$ cat src/verilog/cid_pkg.sv
// Constants shared by the contact input debounce monitor
package cid_pkg;

   // ---------------------------------------------------------------
   // Clock and debounce timing
   // ---------------------------------------------------------------
   localparam int CLK_KHZ = 200000;
   // Longest change that must be rejected, shortest that must pass
   localparam int REJECT_TIME_MS = 3;
   localparam int ACCEPT_TIME_MS = 7;
   // Filter window sits between the two bounds
   localparam int FILTER_TIME_MS = 5;
   localparam int FILTER_CYCLES = CLK_KHZ * FILTER_TIME_MS;

   // ---------------------------------------------------------------
   // Channel count and bus widths
   // ---------------------------------------------------------------
   localparam int NUM_CHANNELS = 16;
   localparam int APB_ADDR_W = 8;
   localparam int REG_IDX_W = APB_ADDR_W - 2;

   // ---------------------------------------------------------------
   // Register indices (byte address is four times the index)
   // ---------------------------------------------------------------
   localparam logic [REG_IDX_W-1:0] IDX_INPUTS = 6'h00;
   localparam logic [REG_IDX_W-1:0] IDX_CFG_STATUS = 6'h0D;
   localparam logic [REG_IDX_W-1:0] IDX_IRQ_STATUS = 6'h0E;
   localparam logic [REG_IDX_W-1:0] IDX_IRQ_ENABLE = 6'h0F;
   localparam logic [REG_IDX_W-1:0] IDX_IRQ_CLEAR = 6'h10;

   // ---------------------------------------------------------------
   // Configuration (write) and status (read) bit positions
   // ---------------------------------------------------------------
   localparam int BIT_CONFIGURE = 0;
   localparam int BIT_FORCE_ERR = 1;
   localparam int BIT_UNDEF_LO = 2;
   localparam int BIT_UNDEF_HI = 5;
   localparam int BIT_AUX_FAIL = 8;
   localparam int BIT_GND_FAULT = 9;
   localparam int BIT_GF_ALERT_EN = 9;
   localparam int BIT_INT_FAULT = 10;
   localparam int BIT_ATTENTION = 11;
   localparam logic [31:0] CFG_RESET = 32'h0000_0000;

   // ---------------------------------------------------------------
   // Interrupt event bits
   // ---------------------------------------------------------------
   localparam int NUM_EVENTS = 3;
   localparam int EV_INPUT_CHANGE = 0;
   localparam int EV_GND_FAULT = 1;
   localparam int EV_ATTENTION = 2;

   typedef enum logic [1:0] {
      CID_DEB_IDLE = 2'b00,
      CID_DEB_COUNT = 2'b01
   } cid_deb_state_t;

endpackage
$ cat src/verilog/cid_contact_input.sv
// Sixteen channel contact input debounce monitor with APB registers
// Behaviour
// - sixteen channels report contact closed on current
// - each channel passes a digital debouncer
// - changes shorter than 3 ms are rejected
// - changes longer than 7 ms are accepted
// - ground fault input means line leaks earth
// - ground fault sets status register flag
// - ground fault lights external error indicator
// - alert enable turns fault into attention
// - internal operating faults are also reported
// - config write, status read, index 13
// - bit 0 configures; clear gives attention
// - bit 1 forces attention, read back
// - status bit 8 shows wetting supply failure
//
// The placing of the registers and the APB slave port were chosen for this implementation.
`timescale 1ns/100ps
`default_nettype none

module cid_debounce #(
   parameter int FILTER_CYCLES = cid_pkg::FILTER_CYCLES
) (
   // Clock and reset
   input wire logic clock,
   input wire logic rst_n,
   // Raw current detect and filtered state
   input wire logic rawIn,
   output logic state,
   output logic changed
);

   localparam int CNT_W = $clog2(FILTER_CYCLES + 1);
   localparam logic [CNT_W-1:0] CNT_LAST = CNT_W'(FILTER_CYCLES - 1);

   logic syncA, syncB;
   logic next_state, next_changed;
   logic [CNT_W-1:0] count, next_count;
   cid_pkg::cid_deb_state_t mode, next_mode;

   // ---------------------------------------------------------------
   // Debounce filter
   // ---------------------------------------------------------------
   always_comb begin
      next_state = state;
      next_changed = 1'b0;
      next_count = count;
      next_mode = mode;
      case (mode)
         cid_pkg::CID_DEB_IDLE: begin
            next_count = '0;
            if (syncB != state) begin
               next_mode = cid_pkg::CID_DEB_COUNT;
            end
         end
         cid_pkg::CID_DEB_COUNT: begin
            if (syncB == state) begin
               // Too short a change is dropped
               next_mode = cid_pkg::CID_DEB_IDLE;
               next_count = '0;
            end else if (count == CNT_LAST) begin
               // Stable for the window: accept
               next_state = syncB;
               next_changed = 1'b1;
               next_mode = cid_pkg::CID_DEB_IDLE;
               next_count = '0;
            end else begin
               next_count = count + 1'b1;
            end
         end
         default: begin
            next_mode = cid_pkg::CID_DEB_IDLE;
            next_count = '0;
         end
      endcase
   end

   always_ff @(posedge clock or negedge rst_n) begin
      if (!rst_n) begin
         syncA <= 1'b0;
         syncB <= 1'b0;
         state <= 1'b0;
         changed <= 1'b0;
         count <= '0;
         mode <= cid_pkg::CID_DEB_IDLE;
      end else begin
         syncA <= rawIn;
         syncB <= syncA;
         state <= next_state;
         changed <= next_changed;
         count <= next_count;
         mode <= next_mode;
      end
   end

endmodule // cid_debounce

module cid_contact_input #(
   parameter int NUM_CHANNELS = cid_pkg::NUM_CHANNELS,
   parameter int FILTER_CYCLES = cid_pkg::FILTER_CYCLES
) (
   // Clock and reset
   input wire logic clock,
   input wire logic rst_n,
   // APB slave
   input wire logic psel,
   input wire logic penable,
   input wire logic pwrite,
   input wire logic [cid_pkg::APB_ADDR_W-1:0] paddr,
   input wire logic [31:0] pwdata,
   output logic [31:0] prdata,
   output logic pready,
   output logic pslverr,
   // Field side detect inputs
   input wire logic [NUM_CHANNELS-1:0] currentDetect,
   input wire logic groundFaultDetect,
   input wire logic auxSupplyFail,
   input wire logic internalFault,
   // Indicators and controller status
   output logic errorIndicator,
   output logic attention,
   output logic irq
);

   localparam int IW = cid_pkg::REG_IDX_W;

   // ---------------------------------------------------------------
   // Channel debouncers
   // ---------------------------------------------------------------
   logic [NUM_CHANNELS-1:0] chanState;
   logic [NUM_CHANNELS-1:0] chanChanged;

   genvar gi;
   generate
      for (gi = 0; gi < NUM_CHANNELS; gi++) begin : g_chan
         // Current flowing reads as contact closed
         cid_debounce #(
            .FILTER_CYCLES(FILTER_CYCLES)
         ) u_deb (
            .clock(clock),
            .rst_n(rst_n),
            .rawIn(currentDetect[gi]),
            .state(chanState[gi]),
            .changed(chanChanged[gi])
         );
      end
   endgenerate

   // ---------------------------------------------------------------
   // Fault input synchronisers
   // ---------------------------------------------------------------
   logic [2:0] faultSyncA;
   logic [2:0] faultSyncB;
   logic gndFault, auxFail, intFault;

   always_ff @(posedge clock or negedge rst_n) begin
      if (!rst_n) begin
         faultSyncA <= 3'h0;
         faultSyncB <= 3'h0;
      end else begin
         faultSyncA <= {internalFault, auxSupplyFail, groundFaultDetect};
         faultSyncB <= faultSyncA;
      end
   end

   assign gndFault = faultSyncB[0];
   assign auxFail = faultSyncB[1];
   assign intFault = faultSyncB[2];

   // ---------------------------------------------------------------
   // APB decode
   // ---------------------------------------------------------------
   logic setup, access, aligned, mapped;
   logic [IW-1:0] regIdx;
   logic wrCfg, wrEnable, wrClear;

   assign setup = psel & ~penable;
   assign access = psel & penable;
   assign regIdx = paddr[cid_pkg::APB_ADDR_W-1:2];
   assign aligned = (paddr[1:0] == 2'h0);
   assign mapped = aligned & ((regIdx == cid_pkg::IDX_INPUTS)
      | (regIdx == cid_pkg::IDX_CFG_STATUS)
      | (regIdx == cid_pkg::IDX_IRQ_STATUS)
      | (regIdx == cid_pkg::IDX_IRQ_ENABLE)
      | (regIdx == cid_pkg::IDX_IRQ_CLEAR));
   assign pready = access;
   assign wrCfg = access & pwrite & aligned
      & (regIdx == cid_pkg::IDX_CFG_STATUS);
   assign wrEnable = access & pwrite & aligned
      & (regIdx == cid_pkg::IDX_IRQ_ENABLE);
   assign wrClear = access & pwrite & aligned
      & (regIdx == cid_pkg::IDX_IRQ_CLEAR);

   // ---------------------------------------------------------------
   // Configuration, attention and indicator
   // ---------------------------------------------------------------
   logic [31:0] cfgReg, next_cfgReg;
   logic configured, forceErr, gfAlertEn;
   logic next_attention, next_errorIndicator;

   assign configured = cfgReg[cid_pkg::BIT_CONFIGURE];
   assign forceErr = cfgReg[cid_pkg::BIT_FORCE_ERR];
   assign gfAlertEn = cfgReg[cid_pkg::BIT_GF_ALERT_EN];

   always_comb begin
      next_cfgReg = cfgReg;
      if (wrCfg) begin
         next_cfgReg = pwdata;
      end
      // Alert enable decides whether a ground fault is catastrophic,
      next_attention = ~configured | forceErr | intFault
         | (gfAlertEn & gndFault);
      next_errorIndicator = gndFault | forceErr | intFault;
   end

   always_ff @(posedge clock or negedge rst_n) begin
      if (!rst_n) begin
         cfgReg <= cid_pkg::CFG_RESET;
         attention <= 1'b0;
         errorIndicator <= 1'b0;
      end else begin
         cfgReg <= next_cfgReg;
         attention <= next_attention;
         errorIndicator <= next_errorIndicator;
      end
   end

   // ---------------------------------------------------------------
   // Status word
   // ---------------------------------------------------------------
   logic [31:0] statusWord;

   always_comb begin
      statusWord = 32'h0000_0000;
      statusWord[cid_pkg::BIT_CONFIGURE] = configured;
      statusWord[cid_pkg::BIT_FORCE_ERR] = forceErr;
      statusWord[cid_pkg::BIT_UNDEF_HI:cid_pkg::BIT_UNDEF_LO] = '1;
      statusWord[cid_pkg::BIT_AUX_FAIL] = auxFail;
      statusWord[cid_pkg::BIT_GND_FAULT] = gndFault;
      statusWord[cid_pkg::BIT_INT_FAULT] = intFault;
      statusWord[cid_pkg::BIT_ATTENTION] = attention;
   end

   // ---------------------------------------------------------------
   // Interrupt status, enable and clear
   // ---------------------------------------------------------------
   localparam int NE = cid_pkg::NUM_EVENTS;
   logic [NE-1:0] irqStatus, irqEnable;
   logic [NE-1:0] next_irqStatus, next_irqEnable;
   logic [NE-1:0] events;
   logic gndFaultLast, attentionLast;

   always_comb begin
      events = '0;
      events[cid_pkg::EV_INPUT_CHANGE] = |chanChanged;
      events[cid_pkg::EV_GND_FAULT] = gndFault & ~gndFaultLast;
      events[cid_pkg::EV_ATTENTION] = attention & ~attentionLast;
      next_irqStatus = irqStatus;
      if (wrClear) begin
         next_irqStatus = irqStatus & ~pwdata[NE-1:0];
      end
      // An event in the clearing cycle survives
      next_irqStatus = next_irqStatus | events;
      next_irqEnable = irqEnable;
      if (wrEnable) begin
         next_irqEnable = pwdata[NE-1:0];
      end
   end

   always_ff @(posedge clock or negedge rst_n) begin
      if (!rst_n) begin
         irqStatus <= '0;
         irqEnable <= '0;
         gndFaultLast <= 1'b0;
         attentionLast <= 1'b0;
         irq <= 1'b0;
      end else begin
         irqStatus <= next_irqStatus;
         irqEnable <= next_irqEnable;
         gndFaultLast <= gndFault;
         attentionLast <= attention;
         irq <= |(next_irqStatus & next_irqEnable);
      end
   end

   // ---------------------------------------------------------------
   // Read data, captured in the setup cycle
   // ---------------------------------------------------------------
   logic [31:0] next_prdata;
   logic next_pslverr;

   always_comb begin
      next_prdata = prdata;
      next_pslverr = pslverr;
      if (setup) begin
         next_prdata = 32'h0000_0000;
         next_pslverr = ~mapped;
         if (!pwrite && aligned) begin
            case (regIdx)
               cid_pkg::IDX_INPUTS: begin
                  next_prdata[NUM_CHANNELS-1:0] = chanState;
               end
               cid_pkg::IDX_CFG_STATUS: begin
                  next_prdata = statusWord;
               end
               cid_pkg::IDX_IRQ_STATUS: begin
                  next_prdata[NE-1:0] = irqStatus;
               end
               cid_pkg::IDX_IRQ_ENABLE: begin
                  next_prdata[NE-1:0] = irqEnable;
               end
               default: begin
                  next_prdata = 32'h0000_0000;
               end
            endcase
         end
      end else if (!psel) begin
         next_pslverr = 1'b0;
      end
   end

   always_ff @(posedge clock or negedge rst_n) begin
      if (!rst_n) begin
         prdata <= 32'h0000_0000;
         pslverr <= 1'b0;
      end else begin
         prdata <= next_prdata;
         pslverr <= next_pslverr;
      end
   end

endmodule // cid_contact_input

`default_nettype wire

$ cat config.mk
export PLATFORM = sky130hd
export DESIGN_NAME = cid_contact_input
export DESIGN_NICKNAME = d
export VERILOG_FILES = /design/src/verilog/cid_pkg.sv /design/src/verilog/cid_contact_input.sv
export SDC_FILE = /design/constraint.sdc
export NUM_CORES = 1
export LEC_CHECK = 0
export ABC_AREA = 0
export BUFFER_PORTS_ARGS = -buffer_cell sky130_fd_sc_hd__buf_2
export CAP_MARGIN = 40
export CORE_MARGIN = 4
export CORE_UTILIZATION = 55
export CTS_CLUSTER_SIZE = 25
export DETAILED_ROUTE_END_ITERATION = 7
export PLACE_DENSITY_LB_ADDON = 0.25
export SYNTH_ARGS = -nofsm -noshare
export SYNTH_HDL_FRONTEND = slang
export SYNTH_SLANG_ARGS = --single-unit
$ cat constraint.sdc
create_clock -name clock -period 1.8 [get_ports clock]
set_clock_uncertainty 0.05 [all_clocks]
set_input_delay 0.45 -clock clock [delete_from_list [all_inputs] [get_ports clock]]
set_output_delay 0.45 -clock clock [all_outputs]
set_load 0.05 [all_outputs]
==> results of run 1 <==
## worst max path at each step
stage                                              start                                   to  slack [ps]
global route          g_chan[0].u_deb.count[3]$_DFF_PN0_  g_chan[0].u_deb.count[15]$_DFF_PN0_        -290
global placement                                 penable                prdata[3]$_DFFE_PN0P_        -540
CTS                 g_chan[10].u_deb.count[11]$_DFF_PN0_  g_chan[10].u_deb.count[3]$_DFF_PN0_           6
finish                g_chan[0].u_deb.count[3]$_DFF_PN0_  g_chan[0].u_deb.count[15]$_DFF_PN0_        -250
detailed placement                               penable                prdata[4]$_DFFE_PN0P_        -480
floorplan                                       paddr[3]                        irq$_DFF_PN0_        -190
## cell usage after synthesis, drive strengths merged, types with 4 or more instances
master	n	area share, %
nor4bb	4	0.20
and3	46	1.5
xnor2	104	4.6
ha	16	1.0
and2	30	0.98
dfrtp	437	56
nor2	364	7.0
or3	6	0.19
a21oi	4	0.10
o21ai	10	0.26
nor3	49	1.3
nor4b	13	0.58
a221o	4	0.20
mux2	24	1.4
inv	32	0.61
nand4	72	2.3
nand2	150	2.9
buf	31	1.1
nand3	128	3.3
nand4b	5	0.22
and4	21	0.94
nand3b	10	0.38
nor4	55	2.0
a222oi	4	0.20
clkbuf	25	0.48
or2	13	0.42
a22o	8	0.37
xor2	197	8.8
## metrics by stage
step,hold WS [ps],setup slack (ps),instances
after floorplan,104.4,-186.6,1897
after global placement,282.6,-541.9,2497
after detailed placement,286.3,-475.7,2498
after CTS,67.54,5.659,2605
after global routing,83.29,-294.5,2643
final,91.57,-253.2,2643
## area by class of cell
| cell class | count | share of cell area (%) |
|---|---|---|
| Sequential cell | 437 | 44.51 |
| Clock inverter | 24 | 1.278 |
| Inverter | 32 | 0.4886 |
| Clock buffer | 61 | 5.401 |
| Multi-Input combinational cell | 1374 | 36.56 |
| Timing Repair Buffer | 260 | 9.447 |
| Tap cell | 455 | 2.316 |
## flip-flops by register name (all words and copies together), names as in the netlist, 3 cells and up
signal	cells
g_chan.u_deb.count	320
irqStatus	3
prdata	16
g_chan.u_deb.changed	16
g_chan.u_deb.syncB	16
faultSyncB	3
irqEnable	3
g_chan.u_deb.syncA	16
g_chan.u_deb.mode	16
faultSyncA	3
g_chan.u_deb.state	16
cfgReg	3
## power breakdown
part	switching [mW]	internal [mW]
Clock	3.92	6.08
Sequential	0.0742	9.93
Combinational	0.581	0.336
## worst reg2reg max path, delay by kind of cell (launching register included)
| family | cells | cell delay (ps) |
|---|---|---|
| simple gates | 4 | 910 |
| flops | 1 | 410 |
| xor+xnor | 1 | 340 |
| buf+inv | 1 | 220 |
## repair_timing
item,4_1_cts,5_1_grt
resized for setup,20,151
hold buffers,20,0
cloned,0,12
hold endpoints to repair,40,0
setup endpoints to repair,124,300
setup buffers,2,26
pin swaps,4,51
## kinds of logic after synthesis
family | count (synthesis) | share of synthesized area (%)
buffers and inverters | 88 | 2.171
AND/OR/NAND/NOR | 976 | 24.58
multiplexers | 24 | 1.398
adder cells (fa/ha/maj) | 16 | 1.022
other | 1 | 0.01914
AO/OA/AOI/OAI | 39 | 1.552
flip-flops | 437 | 55.81
XOR/XNOR | 301 | 13.45
## per-layer routing
metal	wire, um	global-route usage, %
met5	0	0
met4	817	4.777
met3	1382	3.043
met2	20760	33.94
met1	18390	27.87
==> results by group, run 1 <==
Outcome
  • Status: complete, but fails checks
  • Failing checks: setup timing

Timing
  • Fmax: 487.0 MHz
  • Tmin final: 2053 ps
  • Unrepaired setup endpoints after global routing: yes
  • Slew Limit Fails: 0
  • Setup Viol. Count Final: 56
  • Tcrit/Tclk final: 114.1%
  • Final-report hold violation count: 0
  • Post-route setup slack: -253.2 ps
  • Final TNS setup: -2535 ps

Logic synthesis
  • Seq/Total Area, Yosys: 55.81%
  • Cells after Synth: 1,882
  • Avg Inst Size Synth: 10.41 sq um
  • Yosys reg bits: 437
  • Number of flops mapped to enable cells by yosys: 0
  • Post-synth cell types: 55
  • Cell area after synthesis: 19,600 sq um
  • Async SR Flop Fraction: 100.0%
  • Yosys warning count: 0
  • Main synth FF type: dfrtp_1

Setup path
  • Critical path capture point type: flip-flop
  • Crit path max fanout: 5
  • CP top delay family: simple AND/OR/NAND/NOR gates
  • CP max stage cell: nor4_2
  • Crit path cell chain: nand4_1 -> nor4_2 -> buf_4 -> nand4_1 -> xor2_1 -> nor2_4
  • Crit path DAT: 2430 ps
  • R2r endpoint: g_chan[0].u_deb.count[15]$_DFF_PN0_
  • Kind of critical path: reg2reg
  • CP Buf/Inv Count: 1
  • Worst r2r src: g_chan[0].u_deb.count[3]$_DFF_PN0_
  • Slowest stage delay, CP: 430 ps
  • R2r setup slk: -250 ps
  • CP required: 2180 ps
  • Setup crit start kind: flip-flop
  • R2R cell count: 6
  • Stages on worst setup path: 6
  • Most frequent CP cell: nand4_1

Final layout
  • Seq. cell area: 10,940 sq um
  • Most frequent cells in the layout: 432 x dfrtp_1, 316 x nor2_1, 195 x xor2_1
  • Diode count: 0
  • Design area: 24,580 sq um
  • Fillers: 2,485
  • Area growth syn-to-layout: 25.45%
  • Area of the multi-input gates: 8986 sq um
  • Most common cell after layout, fill and taps aside: dfrtp_1
  • Post-layout util: 70.47%
  • # nets final: 2,231
  • Share of layout cells above drive strength 1: 22.90%

Drt
  • DRT antenna net count: 0
  • Vias per cell: 5.399
  • Via count: 14.27k
  • Drt drc: 0
  • Avg WL per Cell: 15.64 um
  • Drt pass-1 iters: 7
  • Initial DRC count: 691
  • Total length of routed wires: 41,350 um

Place
  • Placer Congestion: 0.8798
  • I/O Buffers: 56
  • DP HPWL: 25,790 um
  • Placement-stage cell area: 21,550 sq um

Floorplanning
  • # IOs: 101
  • Rows: 68
  • DIE HEIGHT: 196.8 um
  • Die Wd: 196.8 um
  • Die Area: 38,710 sq um
  • Placeable Area: 34,880 sq um
  • Initial Util: 56.17%

Pwr
  • Worst vdd ir: 871.7 uV
  • Static Leak: 10.74 nW
  • Total power: 20.92 mW
  • P per Cell Area: 851.1 nW/um^2

Clocking
  • CTS Buf Count: 46
  • CTS tree: yes
  • CTS H-tree lvls: 2
  • Reg clk slew, reported paths: 60 ps
  • CTS root buf: clkbuf_16
  • Clk Latency, worst-skew pair: 560 ps
  • Clk sinks: 437
  • Max Buffers Root-to-Sink: 3

Hold path
  • HP Start: pwdata[9]
  • Worst Hold Class: in2reg
  • Endpoint of the worst hold path: cfgReg[9]$_DFFE_PN0P_
  • Worst hold path stage count: 2

Global route
  • Vias in the first global route: 14.14k
  • Initial antenna violation count: 0
  • Total grt overflow: 0
  • Total track usage: 20.12%
  • Largest net degree at the start of global routing: 79
  • First-pass GRT wire length: 66,570 um

Run
  • Max-cap viol count: 0
No activity file was read; power rests on OpenSTA's default activity.
==> run 2: changes to the inputs <==
--- a/config.mk
+++ b/config.mk
@@ -9,7 +9,7 @@
 export BUFFER_PORTS_ARGS = -buffer_cell sky130_fd_sc_hd__buf_2
 export CAP_MARGIN = 40
 export CORE_MARGIN = 4
-export CORE_UTILIZATION = 55
+export CORE_UTILIZATION = 40
 export CTS_CLUSTER_SIZE = 25
 export DETAILED_ROUTE_END_ITERATION = 7
 export PLACE_DENSITY_LB_ADDON = 0.25
==> run 2 against run 1 <==
Net effect:
- the run now ends clean
- final area down 0.74%
- largest power group is now the clock network
- critical endpoint is now g_chan[7].u_deb.count[16]$_DFF_PN0_
- sequential power about the same
- worst hold slack worse by 11 ps
- wire length shrank 4.5%
- sequential share of layout area is 0.33 points higher
- critical path depth is 1 higher
- clock-buffer cell count up 11
- maximum frequency increased by 17%
- cell count rose by 6.0%
- highest routed layer unchanged
==> results by group, run 2 (synthesis gave the netlist of run 1 again) <==
Timing
  • Unrepaired setup endpoints after global routing: yes
  • Tcrit/Tclk final: 97.57% (-16 points)
  • Post-route setup slack: 43.74 ps (+296.9 ps)
  • Worst hold slack: 80.32 ps (-11.25 ps)
  • Fmax: 569.4 MHz (+17%)
  • Setup Viol. Count Final: 0 (-100%)
  • Final-report hold violation count: 0 (unchanged)
  • Final TNS setup: 0 ps (+2535 ps)
  • Slew Limit Fails: 0 (unchanged)
  • Tmin final: 1756 ps (-296.9 ps)

Final layout
  • Most frequent cells in the layout: 433 x dfrtp_1, 364 x nor2_1, 197 x xor2_1
  • Fillers: 4,226 (+70%)
  • Design area: 24,400 sq um (-0.74%)
  • Largest register FFs: 320 (unchanged)
  • # nets final: 2,225 (-0.27%)
  • Fin cells: 2,801 (+6.0%)
  • Post-layout util: 50.78% (-20 points)
  • Most common cell after layout, fill and taps aside: dfrtp_1
  • Share of layout cells above drive strength 1: 19.76% (-3.1 points)
  • Area growth syn-to-layout: 24.51%
  • Diode count: 0 (unchanged)
  • Top reg by flops: g_chan.u_deb.count

Hold path
  • Worst Hold Class: in2reg
  • Worst hold path stage count: 2 (unchanged)

Setup path
  • Crit path cell chain: nor4_2 -> nand2_1 -> nor4_2 -> buf_4 -> nand3b_1 -> buf_12 -> nor2_1
  • CP max stage cell: dfrtp_1
  • Worst r2r src: g_chan[7].u_deb.count[12]$_DFF_PN0_
  • R2r setup slk: 40 ps (+300 ps)
  • Most frequent CP cell: nor4_2
  • Crit path DAT: 2160 ps (-270 ps)
  • Kind of critical path: reg2reg
  • Slowest stage delay, CP: 400 ps (-30 ps)
  • Crit path max fanout: 20 (+15)
  • CP required: 2200 ps (+20 ps)
  • R2r endpoint: g_chan[7].u_deb.count[16]$_DFF_PN0_
  • R2R cell count: 7 (+1)
  • Critical path capture point type: flip-flop
  • Critical path destination: g_chan[7].u_deb.count[16]$_DFF_PN0_
  • Setup crit start kind: flip-flop
  • CP Launch Point: g_chan[7].u_deb.count[12]$_DFF_PN0_

Clocking
  • Clk sinks: 437 (unchanged)
  • Max Buffers Root-to-Sink: 3 (unchanged)
  • Clk Latency, worst-skew pair: 570 ps (about the same)
  • CTS tree: yes
  • Reg clk slew, reported paths: 60 ps (about the same)
  • CTS Buf Count: 49 (+6.5%)
  • CTS root buf: clkbuf_16
  • CTS H-tree lvls: 2 (unchanged)

Floorplanning
  • Initial Util: 40.78% (-15 points)
  • DIE HEIGHT: 229.3 um (+17%)
  • Die Area: 52,590 sq um (+36%)
  • # IOs: 101 (unchanged)
  • Rows: 80 (+18%)
  • Placeable Area: 48,050 sq um (+38%)
  • Die Wd: 229.3 um (+17%)

Drt
  • DRT antenna net count: 0 (unchanged)
  • Vias per cell: 4.972 (-7.9%)
  • Drt drc: 0 (unchanged)
  • Via count: 13.93k (-2.4%)
  • Drt pass-1 iters: 5 (-2)
  • Total length of routed wires: 39,490 um (-4.5%)
  • Initial DRC count: 742 (+7.4%)
  • Avg WL per Cell: 14.10 um (-9.9%)

Pwr
  • Total power: 21.37 mW (+2.2%)
  • Static Leak: 10.63 nW (-1.1%)
  • Worst vdd ir: 578.7 uV (-34%)
  • P per Cell Area: 875.9 nW/um^2 (+2.9%)

Global route
  • Largest net degree at the start of global routing: 69 (-13%)
  • Initial antenna violation count: 0 (unchanged)
  • Vias in the first global route: 13.84k (-2.1%)
  • Total grt overflow: 0 (unchanged)
  • First-pass GRT wire length: 66,910 um (+0.51%)
  • Total track usage: 14.91% (-5.2 points)

Place
  • I/O Buffers: 56 (unchanged)
  • DP HPWL: 26,300 um (+2.0%)
  • Placer Congestion: 0.8109 (-7.8%)
  • Post-Place Worst Slack: -310.4 ps (+165.3 ps)
  • Placement-stage cell area: 21,940 sq um (+1.8%)
  • Placed instance count: 2,669 (+6.8%)

Outcome
  • Status: complete, no violations

Run
  • Max-cap viol count: 0 (unchanged)
run 2: changes by cell type in the layout (fill, tap and decap cells not counted), sizes merged:
cell | before | now
or2 | 15 | 13
bufinv | 6 | 5
inv | 35 | 33
clkinvlp | 4 | 5
buf | 232 | 229
clkinv | 11 | 9
clkbuf | 69 | 76
run 2: worst max-delay path: cells and delay by family, from the launching register on:
kind / cells / cell delay, ps
AND/OR/NAND/NOR: 5 / 870
buffers and inverters: 2 / 310
flip-flops: 1 / 400
run 2: layout make-up:
class / instances / area (sq um) / area share [%]
clock inverter: 20 / 249.0 / 1.021
sequential: 437 / 10940 / 44.84
clock buffer: 72 / 1495 / 6.128
multi-input combinational: 1372 / 8606 / 35.27
timing repair buffer: 253 / 2218 / 9.092
inverter: 32 / 120.1 / 0.4923
tap: 615 / 769.5 / 3.154
run 2: worst min-delay path by stage:
stage,from,endpoint,slack [ps]
2_1_floorplan,rst_n,attention$_DFF_PN0_,100
4_1_cts,pwdata[9],cfgReg[9]$_DFFE_PN0P_,40
6_report,pwdata[9],cfgReg[9]$_DFFE_PN0P_,80
3_3_place_gp,rst_n,g_chan[10].u_deb.count[15]$_DFF_PN0_,270
3_5_place_dp,rst_n,g_chan[10].u_deb.count[15]$_DFF_PN0_,270
5_1_grt,pwdata[9],cfgReg[9]$_DFFE_PN0P_,50
run 2: what timing repair did:
| item | in CTS | in global routing |
|---|---|---|
| hold endpoints to repair | 249 | 0 |
| endpoints found under the setup margin | 107 | 308 |
| pin swaps | 0 | 20 |
| gates resized for setup | 15 | 54 |
| cloned | 0 | 2 |
| hold buffers | 20 | 0 |
| setup buffers | 1 | 17 |
run 2: layer usage:
layer  share of wire (%)  track usage (%)  up-vias
met5                   0                0        -
met4                 2.5            4.983        0
met3                 3.8            2.622       66
met2                  46            23.80      177
met1                  48            20.72     6787
li1                    -                -     6896
run 2: power breakdown:
part           switching, mW  internal, mW
clock                   4.04          6.48
sequential            0.0686          9.93
combinational          0.545         0.309
total                   4.65          16.7
==> run 3: changes to the inputs <==
--- a/config.mk
+++ b/config.mk
@@ -12,6 +12,7 @@
 export CORE_UTILIZATION = 40
 export CTS_CLUSTER_SIZE = 25
 export DETAILED_ROUTE_END_ITERATION = 7
+export MAX_ROUTING_LAYER = met4
 export PLACE_DENSITY_LB_ADDON = 0.25
 export SYNTH_ARGS = -nofsm -noshare
 export SYNTH_HDL_FRONTEND = slang
==> run 3 against run 2 <==
Net effect:
- cell count about the same
- non-clock buffer count up 2
- final area grew 0.16%
- critical path depth stayed put
- global-route usage is 0.45 points higher
- wire length up 0.37%
- setup slack lost 37 ps
- first-iteration DRC count shrank 1.8%
- utilization is 0.081 points higher
- combinational power rose by 0.8%
- power barely moved
==> results by group, run 3 (synthesis gave the netlist of run 1 again) <==
Clocking
  • Reg clk slew, reported paths: 60 ps (about the same)
  • Clk sinks: 437 (unchanged)
  • CTS root buf: clkbuf_16
  • CTS tree: yes
  • CTS Buf Count: 49 (unchanged)
  • CTS H-tree lvls: 2 (unchanged)
  • Max Buffers Root-to-Sink: 3 (unchanged)
  • Clk Latency, worst-skew pair: 580 ps (about the same)

Timing
  • Final-report hold violation count: 0 (unchanged)
  • Fmax: 557.7 MHz (-2.1%)
  • Tcrit/Tclk final: 99.62% (+2.1 points)
  • Unrepaired setup endpoints after global routing: yes
  • Tmin final: 1793 ps (+36.93 ps)
  • Setup Viol. Count Final: 0 (unchanged)
  • Slew Limit Fails: 0 (unchanged)
  • Post-route setup slack: 6.807 ps (-36.93 ps)

Setup path
  • Critical path capture point type: flip-flop
  • CP max stage cell: dfrtp_1
  • Kind of critical path: reg2reg
  • CP Buf/Inv Count: 2 (unchanged)
  • Setup crit start kind: flip-flop
  • Slowest stage delay, CP: 390 ps (about the same)
  • Crit path cell chain: and4_1 -> nand2_1 -> nor4_2 -> buf_4 -> nand3b_1 -> clkbuf_16 -> nor2_1
  • R2r setup slk: 7 ps (-40 ps)
  • Crit path DAT: 2200 ps (+40 ps)
  • Crit path max fanout: 10 (-50%)
  • CP required: 2210 ps (about the same)
  • CP top delay family: simple AND/OR/NAND/NOR gates

Place
  • DP HPWL: 26,300 um (unchanged)
  • Post-Place Worst Slack: -310.4 ps (unchanged)
  • Placer Congestion: 0.8229 (+1.5%)
  • I/O Buffers: 56 (unchanged)

Final layout
  • Share of layout cells above drive strength 1: 19.84% (+0.073 points)
  • Most frequent cells in the layout: 432 x dfrtp_1, 364 x nor2_1, 197 x xor2_1
  • Most common cell after layout, fill and taps aside: dfrtp_1
  • Top reg by flops: g_chan.u_deb.count
  • Area growth syn-to-layout: 24.71%
  • Largest register FFs: 320 (unchanged)
  • # nets final: 2,227 (+0.090%)
  • Diode count: 0 (unchanged)

Global route
  • Total grt overflow: 0 (unchanged)
  • Total track usage: 15.35% (+0.45 points)
  • Largest net degree at the start of global routing: 69 (unchanged)
  • Initial antenna violation count: 0 (unchanged)
  • First-pass GRT wire length: 66,900 um (about the same)
  • Vias in the first global route: 13.84k (-0.029%)

Floorplanning
  • Initial Util: 40.78% (unchanged)
  • Die Wd: 229.3 um (unchanged)
  • Rows: 80 (unchanged)
  • Placeable Area: 48,050 sq um (unchanged)
  • DIE HEIGHT: 229.3 um (unchanged)
  • Die Area: 52,590 sq um (unchanged)
  • # IOs: 101 (unchanged)

Drt
  • DRT antenna net count: 0 (unchanged)
  • Vias per cell: 4.975 (about the same)
  • Initial DRC count: 729 (-1.8%)
  • Total length of routed wires: 39,640 um (+0.37%)
  • Avg WL per Cell: 14.14 um (+0.30%)
  • Via count: 13.95k (+0.14%)
  • Drt drc: 0 (unchanged)
  • Drt pass-1 iters: 5 (unchanged)

Outcome
  • Status: complete, no violations

Pwr
  • P per Cell Area: 875.0 nW/um^2 (-0.10%)
  • Static Leak: 10.64 nW (+0.18%)
  • Worst vdd ir: 581.8 uV (+0.53%)
  • Total power: 21.38 mW (about the same)

Hold path
  • Worst Hold Class: in2reg

Run
  • Max-cap viol count: 0 (unchanged)
[run 3: per-stage QoR]
step | utilization (%) | hold slack (ps) | std cells | instance area, sq um | setup TNS (ps)
after floorplan | - | 104.4 | 1897 | 19660 | -928.1
after global placement | 45.67 | 266.2 | 2669 | 21940 | -7322
after detailed placement | 45.67 | 266.8 | 2669 | 21940 | -7783
after CTS | 49.88 | 43.76 | 2782 | 23960 | 0
after global routing | 50.86 | 52.13 | 2803 | 24440 | -1415
final | 50.86 | 79.86 | 2803 | 24440 | 0
[run 3: cell type report]
cell class / instances / area, sq um
Clock buffer: 72 / 1495
Clock inverter: 20 / 249.0
Fill cell: 4221 / 23610
Inverter: 32 / 120.1
Multi-Input combinational cell: 1372 / 8611
Sequential cell: 437 / 10940
Tap cell: 615 / 769.5
Timing Repair Buffer: 255 / 2251
[run 3: worst register-to-register path: cells and delay by family, from the launching register on]
family	cells	cell delay, ps
buf+inv	2	360
flops	1	390
simple gates	5	880
[run 3: timing repair]
action                                 CTS  global route
setup buffers                            1            18
endpoints found under the hold margin  249             0
setup endpoints to repair              107           308
hold buffers                            20             0
cloned                                   0             3
gates resized for setup                 15            55
pin swaps                                0            20
[run 3: final timing paths]
path / cells after the start / endpoint / from
worst max-delay path: 7 / g_chan[7].u_deb.count[19]$_DFF_PN0_ / g_chan[7].u_deb.count[4]$_DFF_PN0_
worst min-delay path: 2 / cfgReg[9]$_DFFE_PN0P_ / pwdata[9]
worst max register to register: 7 / g_chan[7].u_deb.count[19]$_DFF_PN0_ / g_chan[7].u_deb.count[4]$_DFF_PN0_
worst min register to register: 0 / g_chan[7].u_deb.syncB$_DFF_PN0_ / g_chan[7].u_deb.syncA$_DFF_PN0_
max in group asynchronous: 4 / g_chan[11].u_deb.count[2]$_DFF_PN0_ / rst_n
min in group asynchronous: 2 / g_chan[10].u_deb.count[15]$_DFF_PN0_ / rst_n
[run 3: power by group]
| part | internal [mW] | switching (mW) | leakage (nW) |
|---|---|---|---|
| Sequential | 9.93 | 0.0693 | 5.93 |
| Combinational | 0.314 | 0.546 | 3.87 |
| Clock | 6.48 | 4.05 | 0.849 |
| Total | 16.7 | 4.66 | 10.6 |
[run 3: layer usage]
layer	vias to the layer above	track usage, %	part of all wire [%]
li1	6897	-	-
met1	6807	20.74	48
met2	168	23.78	46
met3	74	2.622	3.4
met4	0	4.983	2.5
met5	-	-	0
